**config.mk**
```make
export PLATFORM = sky130hd
export DESIGN_NAME = acr_regs
export DESIGN_NICKNAME = d
export VERILOG_FILES = /design/src/logic/acr_pkg.sv /design/src/logic/acr_regs.sv
export SDC_FILE = /design/constraint.sdc
export NUM_CORES = 1
export LEC_CHECK = 0
export BUFFER_PORTS_ARGS = -buffer_cell sky130_fd_sc_hd__buf_2
export CORE_UTILIZATION = 60
export CTS_BUF_LIST = sky130_fd_sc_hd__clkbuf_8
export DETAILED_ROUTE_END_ITERATION = 16
export GPL_ROUTABILITY_DRIVEN = 0
export PLACE_DENSITY = 0.84
export RECOVER_POWER = 100
export SETUP_SLACK_MARGIN = 0.1
export SLEW_MARGIN = 0
export SYNTH_ARGS = -nofsm -noshare
export SYNTH_HDL_FRONTEND = slang
export SYNTH_SLANG_ARGS = --single-unit
```
**constraint.sdc**
```tcl
create_clock -name clk_i -period 3.9 [get_ports clk_i]
set_input_delay 0.78 -clock clk_i [delete_from_list [all_inputs] [get_ports clk_i]]
set_output_delay 0.78 -clock clk_i [all_outputs]
set_load 0.005 [all_outputs]
```
**src/logic/acr_pkg.sv**
```systemverilog
/*
  acr_pkg: register indices, field positions, reset values, mode codes
  and bus carrier types for the converter compare/result slice.
  assumes: compiled before logic/acr_regs.sv.
*/
package acr_pkg;
  localparam logic [2:0] ACR_ADDR_CTRL_ONE = 3'h0;
  localparam logic [2:0] ACR_ADDR_CTRL_TWO = 3'h1;
  localparam logic [2:0] ACR_ADDR_RES_HIGH = 3'h2;
  localparam logic [2:0] ACR_ADDR_RES_LOW = 3'h3;
  localparam logic [2:0] ACR_ADDR_CV_HIGH = 3'h4;
  localparam logic [2:0] ACR_ADDR_CV_LOW = 3'h5;
  localparam logic [2:0] ACR_ADDR_CONFIG = 3'h6;

  localparam int ACR_BIT_ACTIVE = 7;
  localparam int ACR_BIT_TRIG_SEL = 6;
  localparam int ACR_BIT_CMP_EN = 5;
  localparam int ACR_BIT_CMP_GE = 4;
  localparam int ACR_BIT_COMPLETE = 7;
  localparam int ACR_CH_LSB = 0;
  localparam int ACR_CH_MSB = 4;
  localparam int ACR_MODE_LSB = 2;
  localparam int ACR_MODE_MSB = 3;

  localparam logic [4:0] ACR_CH_OFF = 5'h1f;
  localparam logic [7:0] ACR_CTRL_ONE_RST = 8'h1f;
  localparam logic [7:0] ACR_CTRL_TWO_RST = 8'h00;
  localparam logic [7:0] ACR_CV_RST = 8'h00;
  localparam logic [11:0] ACR_RES_RST = 12'h000;
  localparam logic [1:0] ACR_MODE_RST = 2'h0;
  localparam logic [7:0] ACR_CONV_CYCLES = 8'h14;

  localparam logic [1:0] ACR_MODE_8 = 2'h0;
  localparam logic [1:0] ACR_MODE_12 = 2'h1;
  localparam logic [1:0] ACR_MODE_10 = 2'h2;

  typedef struct packed {
    logic wr;
    logic rd;
    logic [2:0] addr;
    logic [7:0] wdata;
  } acr_bus_req_t;

  typedef struct packed {
    logic done;
    logic [11:0] data;
  } acr_conv_t;
endpackage

```
**src/logic/acr_regs.sv**
```systemverilog
/*
  acr_regs: control, result and compare registers of a successive
  approximation converter, with start/abort sequencing, result interlock
  and automatic compare.
  assumes: one clock, synchronous bus strobes, the analog core reports a
  finished conversion as a one-cycle pulse with its raw 12-bit result.
*/
// Behaviour
// - active flag set on start, cleared end/abort
// - trigger select: software write or hardware input
// - compare enable bit gates compare
// - direction: less-than or greater-or-equal
// - 12-bit: high byte holds upper four bits
// - 10-bit: upper two bits, 11:10 zero
// - 8-bit: high byte reads zero
// - results update unless compare enabled and false
// - high read locks results until low read
// - results of completions during lock are discarded
// - 8-bit mode: high read never locks
// - low byte holds low eight bits
// - 12-bit compare uses four high compare bits
// - 10-bit compare uses compare bits 9:8
// - 8-bit compare ignores high compare register
// - low compare bits always compared
// - complete flag set only when compare true or compare disabled
// - control-one write aborts, restarts in software trigger unless disabled
// - mode field selects 8, 12, 10 bits
`timescale 1ns/10ps
`default_nettype none
module acr_regs (
  input wire logic clk_i, // bus clock
  input wire logic rst_i, // synchronous reset, active high
  input wire logic ce_i, // clock enable, freezes all state when low
  input wire acr_pkg::acr_bus_req_t bus_i, // register request
  output logic [7:0] rdata_o, // read data, cycle after read strobe
  input wire logic hw_trigger_i, // hardware_trigger_input
  input wire acr_pkg::acr_conv_t conv_i, // core completion and raw result
  output logic conv_start_o, // start pulse to the analog core
  output logic conv_abort_o, // abort pulse to the analog core
  output logic [4:0] channel_o, // channel_select
  output logic [1:0] mode_o, // conversion mode
  output logic complete_o // conversion_complete_flag
);
  import acr_pkg::*;

  typedef enum logic [0:0] {ACR_IDLE, ACR_BUSY} acr_state_t;

  acr_state_t state_r;
  logic [7:0] ctrl_one_r;
  logic [7:0] ctrl_two_r;
  logic [7:0] cv_high_r;
  logic [7:0] cv_low_r;
  logic [1:0] mode_r;
  logic [11:0] result_r;
  logic lock_r;
  logic complete_r;
  logic hw_prev_r;
  logic [7:0] rdata_r;

  acr_state_t state_nxt;
  logic [7:0] ctrl_one_nxt;
  logic [7:0] ctrl_two_nxt;
  logic [7:0] cv_high_nxt;
  logic [7:0] cv_low_nxt;
  logic [1:0] mode_nxt;
  logic [11:0] result_nxt;
  logic lock_nxt;
  logic complete_nxt;
  logic hw_prev_nxt;
  logic [7:0] rdata_nxt;

  // mask a raw or stored value to the width of the active mode
  function automatic logic [11:0] acr_width(input logic [1:0] m,
                                            input logic [11:0] v);
    case (m)
      ACR_MODE_12: acr_width = v;
      ACR_MODE_10: acr_width = {2'h0, v[9:0]};
      default: acr_width = {4'h0, v[7:0]};
    endcase
  endfunction

  // one strobe aimed at one register index
  function automatic logic acr_hit(input logic strobe, input logic [2:0] a,
                                   input logic [2:0] idx);
    acr_hit = strobe && a == idx;
  endfunction

  // register read mux; unmapped indices read zero
  function automatic logic [7:0] acr_read(input logic [2:0] a,
                                          input logic cc,
                                          input logic busy,
                                          input logic [7:0] one,
                                          input logic [7:0] two,
                                          input logic [11:0] res,
                                          input logic [7:0] cvh,
                                          input logic [7:0] cvl,
                                          input logic [1:0] m);
    case (a)
      ACR_ADDR_CTRL_ONE: acr_read = {cc, one[6:0]};
      ACR_ADDR_CTRL_TWO: acr_read = {busy, two[6:0]};
      ACR_ADDR_RES_HIGH: acr_read = {4'h0, res[11:8]};
      ACR_ADDR_RES_LOW: acr_read = res[7:0];
      ACR_ADDR_CV_HIGH: acr_read = cvh;
      ACR_ADDR_CV_LOW: acr_read = cvl;
      ACR_ADDR_CONFIG: acr_read = {4'h0, m, 2'h0};
      default: acr_read = 8'h00;
    endcase
  endfunction

  logic wr_one;
  logic rd_high;
  logic rd_low;
  logic hw_edge;
  logic start;
  logic abort;
  logic [11:0] res_m;
  logic [11:0] cv_m;
  logic cmp_true;
  logic store_ok;
  logic done;
  logic wr_two;
  logic wr_cvh;
  logic wr_cvl;
  logic wr_cfg;

  // bus decode; state only moves while the clock enable is high
  assign wr_one = acr_hit(bus_i.wr, bus_i.addr, ACR_ADDR_CTRL_ONE);
  assign wr_two = acr_hit(bus_i.wr, bus_i.addr, ACR_ADDR_CTRL_TWO);
  assign wr_cvh = acr_hit(bus_i.wr, bus_i.addr, ACR_ADDR_CV_HIGH);
  assign wr_cvl = acr_hit(bus_i.wr, bus_i.addr, ACR_ADDR_CV_LOW);
  assign wr_cfg = acr_hit(bus_i.wr, bus_i.addr, ACR_ADDR_CONFIG);
  assign rd_high = acr_hit(bus_i.rd, bus_i.addr, ACR_ADDR_RES_HIGH);
  assign rd_low = acr_hit(bus_i.rd, bus_i.addr, ACR_ADDR_RES_LOW);
  // a completion in the cycle of a control-one write is dropped
  assign hw_edge = hw_trigger_i && !hw_prev_r;
  assign done = conv_i.done && state_r == ACR_BUSY && !wr_one;

  // start source by trigger select disabled channel blocks it
  always_comb begin
    start = 1'b0;
    if (!ctrl_two_r[ACR_BIT_TRIG_SEL]) begin
      start = wr_one && bus_i.wdata[ACR_CH_MSB:ACR_CH_LSB] != ACR_CH_OFF;
    end else if (ctrl_one_r[ACR_CH_MSB:ACR_CH_LSB] != ACR_CH_OFF) begin
      start = hw_edge && state_r == ACR_IDLE;
    end
  end
  assign abort = wr_one && state_r == ACR_BUSY;

  // compare in the active width
  assign res_m = acr_width(mode_r, conv_i.data);
  // high compare byte: four bits two none
  assign cv_m = acr_width(mode_r, {cv_high_r[3:0], cv_low_r});
  always_comb begin
    if (ctrl_two_r[ACR_BIT_CMP_GE]) begin
      cmp_true = res_m >= cv_m;
    end else begin
      cmp_true = res_m < cv_m;
    end
  end
  // compare only gates when enabled
  assign store_ok = !ctrl_two_r[ACR_BIT_CMP_EN] || cmp_true;

  // next state: idle until a start, busy until completion or abort
  always_comb begin
    state_nxt = state_r;
    case (state_r)
      ACR_IDLE: begin
        if (start) begin
          state_nxt = ACR_BUSY;
        end
      end
      ACR_BUSY: begin
        // an abort that restarts at once keeps the sequencer busy
        if ((abort && !start) || done) begin
          state_nxt = ACR_IDLE;
        end
      end
      default: state_nxt = ACR_IDLE;
    endcase
  end

  // the busy state is what the active flag reports
  always_ff @(posedge clk_i) begin
    if (rst_i) begin
      state_r <= ACR_IDLE;
    end else if (ce_i) begin
      state_r <= state_nxt;
    end
  end

  // control one holds the channel; in software trigger the write itself restarts
  always_comb begin
    ctrl_one_nxt = ctrl_one_r;
    if (wr_one) begin
      ctrl_one_nxt = bus_i.wdata;
    end
  end

  always_ff @(posedge clk_i) begin
    if (rst_i) begin
      ctrl_one_r <= ACR_CTRL_ONE_RST;
    end else if (ce_i) begin
      ctrl_one_r <= ctrl_one_nxt;
    end
  end

  // control two: writable bits 6:4; reserved 3:0 kept zero
  always_comb begin
    ctrl_two_nxt = ctrl_two_r;
    if (wr_two) begin
      ctrl_two_nxt = {1'b0, bus_i.wdata[6:4], 4'h0};
    end
  end

  always_ff @(posedge clk_i) begin
    if (rst_i) begin
      ctrl_two_r <= ACR_CTRL_TWO_RST;
    end else if (ce_i) begin
      ctrl_two_r <= ctrl_two_nxt;
    end
  end

  // compare high keeps only the bits that some mode can compare
  always_comb begin
    cv_high_nxt = cv_high_r;
    if (wr_cvh) begin
      cv_high_nxt = {4'h0, bus_i.wdata[3:0]};
    end
  end

  always_ff @(posedge clk_i) begin
    if (rst_i) begin
      cv_high_r <= ACR_CV_RST;
    end else if (ce_i) begin
      cv_high_r <= cv_high_nxt;
    end
  end

  // compare low byte, used in every mode
  always_comb begin
    cv_low_nxt = cv_low_r;
    if (wr_cvl) begin
      cv_low_nxt = bus_i.wdata;
    end
  end

  always_ff @(posedge clk_i) begin
    if (rst_i) begin
      cv_low_r <= ACR_CV_RST;
    end else if (ce_i) begin
      cv_low_r <= cv_low_nxt;
    end
  end

  // mode field; stored results are stale after a change
  always_comb begin
    mode_nxt = mode_r;
    if (wr_cfg) begin
      mode_nxt = bus_i.wdata[ACR_MODE_MSB:ACR_MODE_LSB];
    end
  end

  always_ff @(posedge clk_i) begin
    if (rst_i) begin
      mode_r <= ACR_MODE_RST;
    end else if (ce_i) begin
      mode_r <= mode_nxt;
    end
  end

  // previous trigger level for the rising-edge detector
  always_comb begin
    hw_prev_nxt = hw_trigger_i;
  end

  always_ff @(posedge clk_i) begin
    if (rst_i) begin
      hw_prev_r <= 1'b0;
    end else if (ce_i) begin
      hw_prev_r <= hw_prev_nxt;
    end
  end

  // result store: gated by compare dropped while locked
  always_comb begin
    result_nxt = result_r;
    if (done && store_ok && !lock_r) begin
      result_nxt = res_m;
    end
  end

  always_ff @(posedge clk_i) begin
    if (rst_i) begin
      result_r <= ACR_RES_RST;
    end else if (ce_i) begin
      result_r <= result_nxt;
    end
  end

  // interlock: high read locks in every mode except 8-bit
  // the lock blocks storage only, never the complete flag
  always_comb begin
    lock_nxt = lock_r;
    if (rd_low) begin
      lock_nxt = 1'b0;
    end else if (rd_high && mode_r != ACR_MODE_8) begin
      lock_nxt = 1'b1;
    end
  end

  always_ff @(posedge clk_i) begin
    if (rst_i) begin
      lock_r <= 1'b0;
    end else if (ce_i) begin
      lock_r <= lock_nxt;
    end
  end

  // complete flag: set wins over clear
  // so a completion in a result-low read cycle is never lost
  always_comb begin
    complete_nxt = complete_r;
    if (done && store_ok) begin
      complete_nxt = 1'b1;
    end else if (wr_one || rd_low) begin
      complete_nxt = 1'b0;
    end
  end

  always_ff @(posedge clk_i) begin
    if (rst_i) begin
      complete_r <= 1'b0;
    end else if (ce_i) begin
      complete_r <= complete_nxt;
    end
  end

  // read data stands one cycle; the bus idles at zero between reads
  always_comb begin
    rdata_nxt = 8'h00;
    if (bus_i.rd) begin
      rdata_nxt = acr_read(bus_i.addr, complete_r, state_r == ACR_BUSY,
                           ctrl_one_r, ctrl_two_r, result_r, cv_high_r,
                           cv_low_r, mode_r);
    end
  end

  always_ff @(posedge clk_i) begin
    if (rst_i) begin
      rdata_r <= 8'h00;
    end else if (ce_i) begin
      rdata_r <= rdata_nxt;
    end
  end

  assign rdata_o = rdata_r;
  assign conv_start_o = ce_i && start;
  assign conv_abort_o = ce_i && abort;
  assign channel_o = ctrl_one_r[ACR_CH_MSB:ACR_CH_LSB];
  assign mode_o = mode_r;
  assign complete_o = complete_r;
endmodule
`default_nettype wire

```
==> qor.yml <==
outcome:
  outcome: "finished, violations left"
  failed_checks: "max-capacitance violations, max-slew violations"
placed_design:
  dpl_worst_slack_ps: 651
  hpwlAfterDp_mm: 5.00
  port_buffers: 47
  place_inst: 406
clock_network:
  clock_latency_ps: 310
  ctsHtreeMaxLevel: 2
  root_buffer: "clkbuf_8"
  post_cts_buffers: 0
  cts.path.max_buffers: 2
  cts_resized: 0
  cts_tree: "done"
  cts_hold_buf: 0
  path_clk_slew_ps: 90
  cts_sinks: 48
  cts_buffers: 5
routing:
  firstDrtPassIters: 5
  ant_nets: 0
  post_drt_via_cell_ratio: 6.01
  wl_per_cell_um: 16.3
  drc_errors: 0
  dr.first_iter.drc_count: 213
  wirelength_mm: 6.75
  routed-via-count: 2487
worst_setup_path:
  crit_cells: 10
  ff2ff_path_depth: 10
  worstSetupPathType: "flop to flop"
  cp-start-kind: "flop"
  cp.arrival_ps: 3650
  worstPathMaxFanout: 12
  cp_slowest_cell: "o21ai_0"
  critical-path-top-delay-family: "compound AO/OA/AOI/OAI gates"
  worstPathCellList: "inv_1, ha_1, o21a_1, and2_0, ha_1, nand4_1, o221ai_1, o21ai_0, nand3_1, a21oi_1"
  cp_common_cell: "ha_1"
  cp_num_buf_inv: 1
  cp.required_ps: 4120
  slowest_delay_ps: 1000
  cp-end-kind: "flop"
synthesis:
  synth-async-reset-ratio: 0
  netlist_area_um2: 2670
  synth-edff-count: 0
  syn_area_per_cell_um2: 8.05
  yosysUniqueCellTypes: 42
  synth_cells: 332
  synth_seq_area_share: 0.359
  synthTopCellsByArea: "dfxtp_1 36%, mux2i_1 9.0%, a21oi_1 7.5%"
  ys_warn_count: 0
  yosys.area.top_type_share: 0.359
  synth_top_cell_by_area: "dfxtp_1"
  synth_nets: 377
  synth_seq_cells: 48
  ys.flop_type: "dfxtp_1"
sta:
  finalCritPeriodShare: 0.880
  tns_ps: 0
  relSlewSlack: -0.383
  period_minus_slack_ps: 3430
  worst_slack_ps: 469
  clock_skew_ps: 4.15
  fin_hold_ws_ps: 467
  worst_pin_slew_ps: 2080
  final_max_slew_viol_count: 49
  final-setup-viol-count: 0
  finalHoldViolations: 0
  max_freq_ghz: 0.291
  rsz0062_at_grt: "false"
finish:
  final_net_count: 408
  antenna-diode-count: 0
  drive_gt1_frac: 0.132
  fin_cells: 414
  area_growth_pct: 10.8
floorplanning:
  ios: 48
  die_h_um: 68.8
  fp.dieW_um: 68.8
  start_util: 0.645
  rows: 23
  core_um2: 4140
  dieArea_um2: 4730
hold_path:
  hold_path_class: "flop to flop"
  holdPathStages: 2
pwr:
  vdd_drop_max_v: 0.000246
  powerDensity_nw_per_um2: 335
  power_mw: 0.992
  p_leak_nw: 1.19
grt:
  grt.total_usage: 0.305
  grt_start_max_net_pins: 49
  antenna_found_initial: 0
  grt_pass1_vias: 2269
  grt_pass1_wl_mm: 10.3
  overflow: 0
run:
  max-cap-violations: 1
layer usage:
layer	up-vias	share of wire	routed length, um	global-route usage
met4	0	0.020	134	0.122
met3	14	0.078	526	0.0592
met5	-	0	0	0
met2	109	0.48	3230	0.521
met1	1147	0.42	2860	0.373
li1	1217	-	-	-
cell usage in the layout, fill, tap and decap left out, types with 2 or more instances in the layout:
master	instances
a21o_1	2
a21oi_1	40
a221oi_1	2
a22oi_1	2
and2_1	3
and3_1	4
buf_2	33
clkbuf_1	14
clkbuf_8	7
dfxtp_1	48
ha_1	15
inv_1	14
mux2_2	2
mux2i_1	24
nand2_1	30
nand2b_1	4
nand3_1	16
nand3b_1	5
nand4_1	4
nor2_1	39
nor2b_1	9
nor3_1	2
nor3b_1	2
o21a_1	4
o21ai_0	20
o221ai_1	3
tightest hold or removal path, stage by stage (launching register included):
cell and delay, ps:
dfxtp_1 320, nand2_1 50, a21oi_1 50
where the power goes:
part	leakage [nW]	switching, mW	internal, mW
logic	0.743	0.0588	0.0361
clock network	0.0645	0.170	0.226
registers	0.388	0.00515	0.496
total	1.19	0.234	0.758
path summary, 6_finish.rpt:
| check | slack, ps | from | to |
|---|---|---|---|
| max | 470 | mode_o[0] | result_r[11] |
| min reg2reg | 470 | ctrl_one_r[6] | ctrl_one_r[6] |
| min | 470 | ctrl_one_r[6] | ctrl_one_r[6] |
| max reg2reg | 470 | mode_o[0] | result_r[11] |
metrics by stage:
step,utilization,cell area (um^2)
after detailed placement,0.690,2860
after global routing,0.715,2960
final,0.715,2960
after CTS,0.720,2980
after floorplan,-,2670
after global placement,0.690,2860
final cells by class:
type | count | area [um^2]
clock buffer | 7 | 96.3
multi-input combinational | 246 | 1540
sequential | 48 | 961
fill | 362 | 1180
inverter | 14 | 52.6
clock inverter | 1 | 30.0
tap | 50 | 62.6
timing repair buffer | 48 | 225
cell usage after synthesis, types with 3 or more instances:
library cell	number
dfxtp_1	48
a21oi_1	40
nor2_1	39
nand2_1	30
mux2i_1	24
o21ai_0	20
nand3_1	16
ha_1	15
inv_1	14
clkbuf_1	13
nor2b_1	9
buf_4	5
nand3b_1	5
and2_1	4
and3_1	4
nand2b_1	4
nand4_1	4
o21a_1	4
o221ai_1	3
sequential cells by signal, summed over array words and instances, names as in the netlist:
signal and cells:
state_r 1, ctrl_one_r 7, cv_high_r 4, mode_o 2, complete_o 1, result_r 12
rdata_o 8, cv_low_r 8, ctrl_two_r 3, hw_prev_r 1, lock_r 1
kinds of logic (layout without fill, tap and decap cells):
family	count (synthesis)	after routing	synth area share
AND/OR/NAND/NOR	126	126	0.232
multiplexers	26	26	0.0983
buffers and inverters	38	70	0.0650
AO/OA/AOI/OAI	79	79	0.175
flip-flops	48	48	0.359
adder cells (fa/ha/maj)	15	15	0.0702
Note: power is estimated with default switching activity, not from simulation.
